### src/ptpe_defs.svh
// Constants for the pulse train pattern engine
`ifndef PTPE_DEFS_SVH
`define PTPE_DEFS_SVH

`define PTPE_NCH 16
`define PTPE_NPIN 32
`define PTPE_CHW 4
`define PTPE_SELW 4
`define PTPE_DIVW 17
`define PTPE_LENW 5
`define PTPE_CNTW 16
`define PTPE_PATW 32
`define PTPE_LEN_MIN 5'h01
`define PTPE_DIV_BASE 32'h2

`endif

### src/ptpe_pkg.sv
// Types for the pulse train pattern engine
`include "ptpe_defs.svh"

package ptpe_pkg;

  typedef enum logic {PTPE_MODE_SQUARE, PTPE_MODE_PATTERN} ptpe_mode_e;

  typedef enum logic [1:0] {PTPE_REP_ONCE, PTPE_REP_COUNT, PTPE_REP_ENDLESS} ptpe_rep_e;

  typedef enum logic {PTPE_ST_IDLE, PTPE_ST_RUN} ptpe_state_e;

  typedef struct packed {
    ptpe_mode_e mode;
    ptpe_rep_e rep;
    logic [`PTPE_SELW-1:0] div_sel;
    logic [`PTPE_LENW-1:0] len;
    logic [`PTPE_CNTW-1:0] loop_cnt;
    logic [`PTPE_NCH-1:0] restart_mask;
    logic [`PTPE_PATW-1:0] pattern;
  } ptpe_cfg_s;

  typedef struct packed {
    logic en;
    logic [`PTPE_CHW-1:0] src;
  } ptpe_pin_s;

endpackage

### src/ptpe_chan.sv
// One pulse train channel: divider, pattern shifter and repeat control
`timescale 1ns/1ps
`include "ptpe_defs.svh"

module ptpe_chan (
  input wire logic mclk,
  input wire logic rst_n,
  input wire logic ce,
  input wire logic en,
  input wire logic start,
  input wire logic stop,
  input ptpe_pkg::ptpe_cfg_s cfg,
  output logic out_q,
  output logic done_q,
  output logic running
);
  import ptpe_pkg::*;

  ptpe_state_e state_q;
  logic [`PTPE_DIVW-1:0] div_q;
  logic [`PTPE_LENW-1:0] idx_q;
  logic [`PTPE_CNTW-1:0] loops_q;
  logic [`PTPE_LENW:0] bits_q;
  logic [`PTPE_LENW-1:0] len_eff;
  logic go;
  logic tick;
  logic last_bit;
  logic last_loop;
  logic finish;
  logic halt;

  // Divide by 2, 4, 8 ... 2^(sel+1)
  function automatic logic [`PTPE_DIVW-1:0] div_term(input logic [`PTPE_SELW-1:0] sel);
    div_term = `PTPE_DIVW'((`PTPE_DIV_BASE << sel) - 32'h1);
  endfunction

  assign len_eff = (cfg.len < `PTPE_LEN_MIN) ? `PTPE_LEN_MIN : cfg.len;
  assign go = en && start;
  assign halt = (state_q == PTPE_ST_RUN) && (!en || stop);
  assign tick = (state_q == PTPE_ST_RUN) && (div_q == div_term(cfg.div_sel));
  assign last_bit = idx_q >= len_eff;
  assign last_loop = (cfg.rep == PTPE_REP_ONCE) ||
    ((cfg.rep == PTPE_REP_COUNT) && ((loops_q + 16'h1) >= cfg.loop_cnt));
  assign finish = tick && (cfg.mode == PTPE_MODE_PATTERN) && last_bit && last_loop;
  assign running = state_q == PTPE_ST_RUN;

  always_ff @(posedge mclk or negedge rst_n)
  begin
    if (!rst_n)
      state_q <= PTPE_ST_IDLE;
    else if (ce)
    begin
      case (state_q)
        PTPE_ST_IDLE:
          if (go)
            state_q <= PTPE_ST_RUN;
        PTPE_ST_RUN:
          if (go)
            state_q <= PTPE_ST_RUN;
          else if (halt || finish)
            state_q <= PTPE_ST_IDLE;
        default:
          state_q <= PTPE_ST_IDLE;
      endcase
    end
  end

  always_ff @(posedge mclk or negedge rst_n)
  begin
    if (!rst_n)
      div_q <= '0;
    else if (ce)
    begin
      if (go || !running || tick)
        div_q <= '0;
      else
        div_q <= div_q + `PTPE_DIVW'(1);
    end
  end

  always_ff @(posedge mclk or negedge rst_n)
  begin
    if (!rst_n)
    begin
      out_q <= 1'b0;
      idx_q <= '0;
      loops_q <= '0;
    end
    else if (ce)
    begin
      if (go)
      begin
        idx_q <= '0;
        loops_q <= '0;
        out_q <= (cfg.mode == PTPE_MODE_SQUARE) ? 1'b1 : cfg.pattern[0];
      end
      else if (halt)
        out_q <= 1'b0;
      else if (tick)
      begin
        if (cfg.mode == PTPE_MODE_SQUARE)
          out_q <= ~out_q;
        else if (!last_bit)
        begin
          idx_q <= idx_q + 5'h1;
          out_q <= cfg.pattern[idx_q + 5'h1];
        end
        else if (last_loop)
        begin
          idx_q <= '0;
          out_q <= 1'b0;
        end
        else
        begin
          idx_q <= '0;
          loops_q <= loops_q + 16'h1;
          out_q <= cfg.pattern[0];
        end
      end
    end
  end

  always_ff @(posedge mclk or negedge rst_n)
  begin
    if (!rst_n)
      done_q <= 1'b0;
    else if (ce)
      done_q <= finish && !go;
  end

  // Bits sent since the last start, for checking only
  always_ff @(posedge mclk or negedge rst_n)
  begin
    if (!rst_n)
      bits_q <= '0;
    else if (ce)
    begin
      if (go)
        bits_q <= '0;
      else if (tick && cfg.mode == PTPE_MODE_PATTERN)
        bits_q <= bits_q + 6'h1;
    end
  end

  a_start_runs: assert property (@(posedge mclk) disable iff (!rst_n)
    ce && go |=> state_q == PTPE_ST_RUN) else $error("start did not run channel");
  a_single_bits: assert property (@(posedge mclk) disable iff (!rst_n)
    $rose(done_q) && $past(cfg.rep) == PTPE_REP_ONCE && $stable(cfg.len)
    |-> bits_q == {1'b0, len_eff} + 6'h1) else $error("single shot bit count wrong");
  a_count_loops: assert property (@(posedge mclk) disable iff (!rst_n)
    $rose(done_q) && $past(cfg.rep) == PTPE_REP_COUNT
    |-> ($past(loops_q) + 16'h1) >= $past(cfg.loop_cnt)) else $error("count ended early");
  a_endless_none: assert property (@(posedge mclk) disable iff (!rst_n)
    $rose(done_q) |-> $past(cfg.rep) != PTPE_REP_ENDLESS) else $error("endless finished");
  a_done_idle: assert property (@(posedge mclk) disable iff (!rst_n)
    done_q |-> state_q == PTPE_ST_IDLE && !out_q) else $error("finished channel not idle");
  a_div_toggle: assert property (@(posedge mclk) disable iff (!rst_n)
    ce && tick && cfg.mode == PTPE_MODE_SQUARE && !go && !halt |=> out_q != $past(out_q))
    else $error("square did not toggle on tick");
  a_div_hold: assert property (@(posedge mclk) disable iff (!rst_n)
    ce && running && !tick && !go && !halt |=> $stable(out_q))
    else $error("output moved between ticks");
endmodule

### src/ptpe_top.sv
// Pulse train pattern engine: sixteen channels, restart links and pin routing
// Function
// - Sixteen channels, each enabled and configured on its own.
// - Square wave or repeating pattern of 2 to 32 bits.
// - Per-channel rate is module clock divided by 2, 4, 8 and upward.
// - Channels start one by one or several together in one cycle.
// - Single shot sends the pattern exactly once.
// - Pattern repeats a set number of times or without end.
// - End of a channel's single shot or loop count can restart selected other channels.
// - Channel outputs routable to general pins as output-only functions.
`timescale 1ns/1ps
`include "ptpe_defs.svh"

module ptpe_top (
  input wire logic mclk,
  input wire logic rst_n,
  input wire logic ce,
  input wire logic [`PTPE_NCH-1:0] chan_en,
  input wire logic [`PTPE_NCH-1:0] start,
  input wire logic [`PTPE_NCH-1:0] stop,
  input ptpe_pkg::ptpe_cfg_s [`PTPE_NCH-1:0] chan_cfg,
  input ptpe_pkg::ptpe_pin_s [`PTPE_NPIN-1:0] pin_cfg,
  output logic [`PTPE_NCH-1:0] pt_out_q,
  output logic [`PTPE_NCH-1:0] running_q,
  output logic [`PTPE_NCH-1:0] done_q,
  output logic [`PTPE_NPIN-1:0] pin_out_q,
  output logic [`PTPE_NPIN-1:0] pin_oe_q
);
  import ptpe_pkg::*;

  logic [`PTPE_NCH-1:0] ch_out;
  logic [`PTPE_NCH-1:0] ch_done;
  logic [`PTPE_NCH-1:0] ch_run;
  logic [`PTPE_NCH-1:0] restart;
  logic [`PTPE_NCH-1:0] ch_start;

  // Channels named in the mask of any channel that just finished its single shot or count
  function automatic logic [`PTPE_NCH-1:0] restart_vec(
    input logic [`PTPE_NCH-1:0] done,
    input ptpe_cfg_s [`PTPE_NCH-1:0] cfg
  );
    logic [`PTPE_NCH-1:0] acc;
    acc = '0;
    for (int i = 0; i < `PTPE_NCH; i++)
    begin
      if (done[i])
        acc = acc | cfg[i].restart_mask;
    end
    restart_vec = acc;
  endfunction

  // Routed channel level for one pin, low when the pin function is off
  function automatic logic pin_level(
    input ptpe_pin_s pc,
    input logic [`PTPE_NCH-1:0] lvl
  );
    pin_level = pc.en && lvl[pc.src];
  endfunction

  assign restart = restart_vec(ch_done, chan_cfg);
  assign ch_start = start | restart;

  generate
    for (genvar g = 0; g < `PTPE_NCH; g++)
    begin : g_ch
      ptpe_chan u_chan (
        .mclk(mclk),
        .rst_n(rst_n),
        .ce(ce),
        .en(chan_en[g]),
        .start(ch_start[g]),
        .stop(stop[g]),
        .cfg(chan_cfg[g]),
        .out_q(ch_out[g]),
        .done_q(ch_done[g]),
        .running(ch_run[g])
      );
    end
  endgenerate

  // Channel levels and status to the outside
  always_ff @(posedge mclk or negedge rst_n)
  begin
    if (!rst_n)
    begin
      pt_out_q <= '0;
      running_q <= '0;
      done_q <= '0;
    end
    else if (ce)
    begin
      pt_out_q <= ch_out;
      running_q <= ch_run;
      done_q <= ch_done;
    end
  end

  // Output-only pin routing; any pin may carry any channel
  always_ff @(posedge mclk or negedge rst_n)
  begin
    if (!rst_n)
    begin
      pin_out_q <= '0;
      pin_oe_q <= '0;
    end
    else if (ce)
    begin
      for (int p = 0; p < `PTPE_NPIN; p++)
      begin
        pin_out_q[p] <= pin_level(pin_cfg[p], ch_out);
        pin_oe_q[p] <= pin_cfg[p].en;
      end
    end
  end

  // Checks on the assembled engine
  generate
    for (genvar a = 0; a < `PTPE_NCH; a++)
    begin : g_chk
      a_chan_off: assert property (@(posedge mclk) disable iff (!rst_n)
        ce && !chan_en[a] ##1 ce |=> !pt_out_q[a])
        else $error("disabled channel drives output");
      a_restart_path: assert property (@(posedge mclk) disable iff (!rst_n)
        ce && restart[a] && chan_en[a] |=> ch_run[a])
        else $error("restart did not start channel");
      a_done_clears: assert property (@(posedge mclk) disable iff (!rst_n)
        ce && ch_done[a] && !ch_start[a] |=> !running_q[a] && !pt_out_q[a])
        else $error("finished channel still shows running");
    end
  endgenerate

  generate
    for (genvar q = 0; q < `PTPE_NPIN; q++)
    begin : g_pin_chk
      a_pin_route: assert property (@(posedge mclk) disable iff (!rst_n)
        ce |=> pin_out_q[q] == $past(pin_cfg[q].en && ch_out[pin_cfg[q].src])
          && pin_oe_q[q] == $past(pin_cfg[q].en))
        else $error("pin does not follow routed channel");
    end
  endgenerate

  a_group_sync: assert property (@(posedge mclk) disable iff (!rst_n)
    ce && $countones(start & chan_en) > 1 ##1 ce
    |=> (running_q & $past(start & chan_en, 2)) == $past(start & chan_en, 2))
    else $error("group start not synchronous");

  c_group_start: cover property (@(posedge mclk) disable iff (!rst_n)
    ce && $countones(start & chan_en) > 1);
  c_single_done: cover property (@(posedge mclk) disable iff (!rst_n)
    ce && ch_done[0] && chan_cfg[0].rep == PTPE_REP_ONCE);
  c_restart: cover property (@(posedge mclk) disable iff (!rst_n)
    ce && |(restart & chan_en));
  c_endless_run: cover property (@(posedge mclk) disable iff (!rst_n)
    (ch_run[3] && chan_cfg[3].rep == PTPE_REP_ENDLESS) [*8]);
endmodule

### config.mk
export PLATFORM = sky130hd
export DESIGN_NAME = ptpe_top
export DESIGN_NICKNAME = d
export VERILOG_FILES = /design/src/ptpe_pkg.sv /design/src/ptpe_chan.sv /design/src/ptpe_top.sv
export VERILOG_INCLUDE_DIRS = /design/src
export SDC_FILE = /design/constraint.sdc
export NUM_CORES = 2
export LEC_CHECK = 0
export ABC_AREA = 1
export ABC_CLOCK_PERIOD_IN_PS = 8300
export BUFFER_PORTS_ARGS = -buffer_cell sky130_fd_sc_hd__buf_4
export CAP_MARGIN = 20
export CORE_AREA = 2 2 603 605
export CTS_CLUSTER_DIAMETER = 100
export DETAILED_ROUTE_END_ITERATION = 8
export DIE_AREA = 0 0 605 607
export SYNTH_ARGS = -nofsm -noshare
export SYNTH_HDL_FRONTEND = slang
export SYNTH_SLANG_ARGS = --single-unit
### constraint.sdc
create_clock -name mclk -period 8.3 [get_ports mclk]
set_input_delay 1.66 -clock mclk [delete_from_list [all_inputs] [get_ports mclk]]
set_output_delay 1.66 -clock mclk [all_outputs]
set_load 0.01 [all_outputs]
==> report_table.html <==
<table>
<tr><th>Metric</th><th>Value</th></tr>
<tr><th colspan="2">GRT</th></tr>
<tr><td>Largest net degree at the start of global routing</td><td>144</td></tr>
<tr><td>Antenna violations before repair</td><td>151</td></tr>
<tr><td>Vias in the first global route</td><td>76,864</td></tr>
<tr><td>Total Routing Usage GR</td><td>20.75%</td></tr>
<tr><td>Final global-route overflow total</td><td>0</td></tr>
<tr><td>Wire length of the first global-routing pass</td><td>549.6 mm</td></tr>
<tr><th colspan="2">Routing</th></tr>
<tr><td>Number of DRC violations after detailed routing</td><td>0</td></tr>
<tr><td>Top routing layer in use</td><td>met5</td></tr>
<tr><td>Total via count in the routed design</td><td>82,730</td></tr>
<tr><td>Total length of routed met3 wires</td><td>30.77 mm</td></tr>
<tr><td>Mean routed wirelength per cell</td><td>22.27 um</td></tr>
<tr><td>Post-DR vias/cell</td><td>4.624</td></tr>
<tr><td>Routed wire length on met2</td><td>192.2 mm</td></tr>
<tr><td>Routed metal-1 wire length</td><td>151.2 mm</td></tr>
<tr><td>Total length of routed wires</td><td>398.4 mm</td></tr>
<tr><td>Drt pass-1 iters</td><td>6</td></tr>
<tr><td>Number of violations reported at the end of detailed-routing iteration 0</td><td>6,823</td></tr>
<tr><td>Count of nets left with antenna violations after detail routing</td><td>0</td></tr>
<tr><th colspan="2">Worst hold path</th></tr>
<tr><td>Hold Startpoint</td><td>pin_oe_q[1]$_DFFE_PN0P_</td></tr>
<tr><td>Hold path endpoint</td><td>pin_oe_q[1]$_DFFE_PN0P_</td></tr>
<tr><td>Number of instances on the worst hold path</td><td>2</td></tr>
<tr><td>Type of the most critical hold path</td><td>register to register</td></tr>
<tr><th colspan="2">Critical path</th></tr>
<tr><td>Startpoint of the most critical register-to-register path</td><td>g_ch[0].u_chan.done_q$_DFFE_PN0P_</td></tr>
<tr><td>Startpoint Class</td><td>input pin</td></tr>
<tr><td>Slowest Stage Delay on Critical Path</td><td>0.74 ns</td></tr>
<tr><td>Worst Path Max Fanout</td><td>18</td></tr>
<tr><td>Worst path arrival time</td><td>5.39 ns</td></tr>
<tr><td>Buffers plus inverters on the worst setup path</td><td>2</td></tr>
<tr><td>CP delay by family, top</td><td>simple AND/OR/NAND/NOR gates</td></tr>
<tr><td>Critical path cell sequence</td><td>buf_4 &gt; nand2_1 &gt; nand3_1 &gt; nor3_1 &gt; nand3_1 &gt; nand2_1 &gt; clkinv_1 &gt; nor2_1 &gt; o21a_1 &gt; nand2_1 &gt; a21oi_1</td></tr>
<tr><td>Worst setup EP type</td><td>register</td></tr>
<tr><td>Critical path's slowest cell</td><td>sky130_fd_sc_hd__nor3_1</td></tr>
<tr><td>Number of cells traversed by the worst register-to-register path</td><td>11</td></tr>
<tr><td>Reg-to-reg critical path endpoint</td><td>g_ch[8].u_chan.out_q$_DFFE_PN0P_</td></tr>
<tr><td>Cell seen most often among critical-path stages</td><td>sky130_fd_sc_hd__nand2_1</td></tr>
<tr><td>FF-to-FF setup slack</td><td>3.75 ns</td></tr>
<tr><td>Data required time of the critical path</td><td>9.03 ns</td></tr>
<tr><td>Startpoint-to-endpoint class of the critical path</td><td>input pin to register</td></tr>
<tr><th colspan="2">CTS</th></tr>
<tr><td>Clock Latency Late Sink</td><td>0.85 ns</td></tr>
<tr><td>Number of gates resized after cts</td><td>0</td></tr>
<tr><td>Library cell used as clock root buffer</td><td>sky130_fd_sc_hd__clkbuf_16</td></tr>
<tr><td>Clock tree from TritonCTS</td><td>yes</td></tr>
<tr><td>CTS clock-pin slew for the worst setup and hold paths</td><td>0.06 ns</td></tr>
<tr><td>CTS sink count</td><td>768</td></tr>
<tr><td>Number of H-tree branching levels</td><td>3</td></tr>
<tr><td>Hold-fix buffer count after cts</td><td>0</td></tr>
<tr><td>Number of setup buffers added after CTS</td><td>0</td></tr>
<tr><td>CTS buffer count</td><td>114</td></tr>
<tr><td>Buffer levels on the longest clock path</td><td>4</td></tr>
<tr><th colspan="2">STA</th></tr>
<tr><td>Worst-Margin Slew</td><td>1.175 ns</td></tr>
<tr><td>Final TNS setup</td><td>0 ns</td></tr>
<tr><td>Fmax</td><td>0.2145 GHz</td></tr>
<tr><td>Hold Fails Final Rpt</td><td>0</td></tr>
<tr><td>Period utilisation layout</td><td>56.17%</td></tr>
<tr><td>Relative slew margins</td><td>20.87%</td></tr>
<tr><td>Fin. max-slew vios</td><td>0</td></tr>
<tr><td>Final critical path time including I/O delays and setup</td><td>4.662 ns</td></tr>
<tr><td>Final setup viols</td><td>0</td></tr>
<tr><td>Worst clock skew</td><td>0.06555 ns</td></tr>
<tr><td>Setup repair after global routing missed its margin</td><td>false</td></tr>
<tr><th colspan="2">Pwr</th></tr>
<tr><td>Power, Total</td><td>16,580 uW</td></tr>
<tr><td>Pleak</td><td>0.04715 uW</td></tr>
<tr><td>Maximum ir drop on the vdd rail</td><td>156.3 uV</td></tr>
<tr><td>Power density over the cells</td><td>178.9 mW/mm2</td></tr>
<tr><th colspan="2">Status</th></tr>
<tr><td>Result of the run</td><td>complete, no violations</td></tr>
<tr><th colspan="2">Synthesis</th></tr>
<tr><td>Flip-flop and latch count after synthesis</td><td>768</td></tr>
<tr><td>Count of unique library cells instantiated by Yosys</td><td>61</td></tr>
<tr><td>Synthesis warning total</td><td>0</td></tr>
<tr><td>Number of cells produced by synthesis</td><td>11,480</td></tr>
<tr><td>Number of synthesized flops with an enable pin</td><td>0</td></tr>
<tr><td>Cell types occupying the most area after synthesis</td><td>sky130_fd_sc_hd__dfrtp_1, sky130_fd_sc_hd__nand2_1, sky130_fd_sc_hd__inv_1</td></tr>
<tr><td>Prevailing post-synth register cell</td><td>sky130_fd_sc_hd__dfrtp_1</td></tr>
<tr><td>Async S/R FF share, synth</td><td>100.0%</td></tr>
<tr><td>Cell taking the most area after synthesis</td><td>sky130_fd_sc_hd__dfrtp_1</td></tr>
<tr><td>Top cell type's share of synthesized area</td><td>26.92%</td></tr>
<tr><td>Netlist area before placement</td><td>0.07139 mm2</td></tr>
<tr><td>Mean area per synthesized cell</td><td>6.219 um2</td></tr>
<tr><td>Post-synthesis net count</td><td>13,307</td></tr>
<tr><td>Sequential area share after synthesis</td><td>26.92%</td></tr>
<tr><th colspan="2">Cells and area</th></tr>
<tr><td>Commonest non-fill, non-tap cell in the layout</td><td>sky130_fd_sc_hd__nand2_1</td></tr>
<tr><td># fillers</td><td>40,606</td></tr>
<tr><td>Final #Nets</td><td>14,699</td></tr>
<tr><td>Proportion of layout cells with a drive suffix above 1</td><td>15.69%</td></tr>
<tr><td>Most used cells in the layout excluding fill and tap cells</td><td>sky130_fd_sc_hd__nand2_1, sky130_fd_sc_hd__buf_4, sky130_fd_sc_hd__inv_1</td></tr>
<tr><td>P&amp;R area growth vs syn</td><td>29.82%</td></tr>
<tr><th colspan="2">Place</th></tr>
<tr><td>Post-DP HPWL</td><td>333.0 mm</td></tr>
<tr><td>Global placement routability congestion</td><td>0.9590</td></tr>
<tr><td>Port buffer count</td><td>1,538</td></tr>
<tr><th colspan="2">Job</th></tr>
<tr><td>Max capacitance violation total</td><td>0</td></tr>
<tr><th colspan="2">Die</th></tr>
<tr><td>Number of top-level pins</td><td>1,539</td></tr>
<tr><td>Initial Util</td><td>19.78%</td></tr>
<tr><td>Area of the die</td><td>0.3672 mm2</td></tr>
<tr><td>Die Width</td><td>605 um</td></tr>
<tr><td>Core Box Area</td><td>0.3609 mm2</td></tr>
<tr><td>Rows</td><td>221</td></tr>
<tr><td>Die H</td><td>607 um</td></tr>
</table>
==> layer usage <==
layer | track usage, % | vias up
met1 | 23.65 | 38445
met3 | 4.742 | 672
li1 | - | 40388
met4 | 12.28 | 54
met2 | 35.38 | 3171
met5 | 0 | -
==> sequential cells by signal, summed over array words and instances (netlist names), 32 cells and up <==
signal and count:
g_ch.u_chan.loops_q 256, pin_out_q 32, pin_oe_q 32, g_ch.u_chan.idx_q 80, g_ch.u_chan.div_q 272
==> cells in the mapped netlist, drive strengths merged, types with 2 or more instances <==
library cell	count
a211oi	9
a21boi	5
a21o	5
a21oi	578
a221oi	7
a22o	17
a22oi	3
a31o	8
a31oi	16
a41o	16
and2	3
and3	16
buf	139
clkbuf	232
clkinv	34
dfrtp	768
ha	400
inv	1499
nand2	3309
nand3	1086
nand3b	21
nand4	436
nor2	1199
nor3	216
nor3b	6
nor4	53
o2111a	10
o211ai	30
o21a	27
o21ai	811
o21bai	29
o22ai	13
o311a	2
or2	42
xnor2	80
xor2	349
==> area by class of cell <==
cell class / count / area [um2] / share of cell area, %
clock inverter: 68 / 859.6 / 0.9275
multi-input combinational: 8808 / 44900 / 48.45
inverter: 1533 / 5762 / 6.217
tap: 4794 / 5998 / 6.472
clock buffer: 141 / 3094 / 3.339
sequential: 768 / 19250 / 20.77
antenna: 132 / 330.3 / 0.3564
timing repair buffer: 1647 / 12490 / 13.48
==> metrics by stage <==
| stage | area [um2] | util [%] | setup WS (ns) | hold WS (ns) | instances |
|---|---|---|---|---|---|
| after floorplan | 71390 | - | 4.414 | 0.4419 | 11480 |
| after global placement | 88330 | 24.48 | 2.615 | 0.4534 | 17546 |
| after detailed placement | 88350 | 24.49 | 2.538 | 0.4595 | 17548 |
| after CTS | 92310 | 25.58 | 3.439 | 0.4742 | 17757 |
| after global routing | 92580 | 25.66 | 3.288 | 0.4897 | 17852 |
| final | 92680 | 25.68 | 3.638 | 0.4704 | 17891 |
==> logic make-up after synthesis <==
family | synth area share (%)
AO/OA/AOI/OAI | 12.03
XOR/XNOR | 5.295
adder cells (fa/ha/maj) | 7.010
buffers and inverters | 10.27
flip-flops | 26.92
multiplexers | 0.01402
AND/OR/NAND/NOR | 38.45
==> worst max path at each step <==
| stage | startpoint | to | cells after the start | slack, ns |
|---|---|---|---|---|
| 2_1_floorplan | chan_cfg[754] | g_ch[9].u_chan.loops_q[9]$_DFFE_PN0P_ | 19 | 4.41 |
| 3_3_place_gp | chan_cfg[1104] | g_ch[8].u_chan.running$_DFFE_PN0P_ | 10 | 2.61 |
| 3_5_place_dp | chan_cfg[1104] | g_ch[8].u_chan.out_q$_DFFE_PN0P_ | 11 | 2.54 |
| 4_1_cts | chan_cfg[1104] | g_ch[8].u_chan.out_q$_DFFE_PN0P_ | 12 | 3.44 |
| 5_1_grt | chan_cfg[1104] | g_ch[8].u_chan.out_q$_DFFE_PN0P_ | 12 | 3.29 |
| 6_report | chan_cfg[1104] | g_ch[8].u_chan.out_q$_DFFE_PN0P_ | 11 | 3.64 |
==> where the power goes <==
part / switching [uW] / internal (uW)
combinational: 4350 / 2290
clock: 2110 / 3130
sequential: 588 / 4120
total: 7040 / 9540
==> worst register-to-register path: cells and delay by family, from the launching register on <==
family | cells | cell delay [ns]
compound gates | 2 | 0.29
buf+inv | 2 | 0.89
flops | 1 | 0.39
simple gates | 7 | 2.90
(Power assumes the default switching activity.)
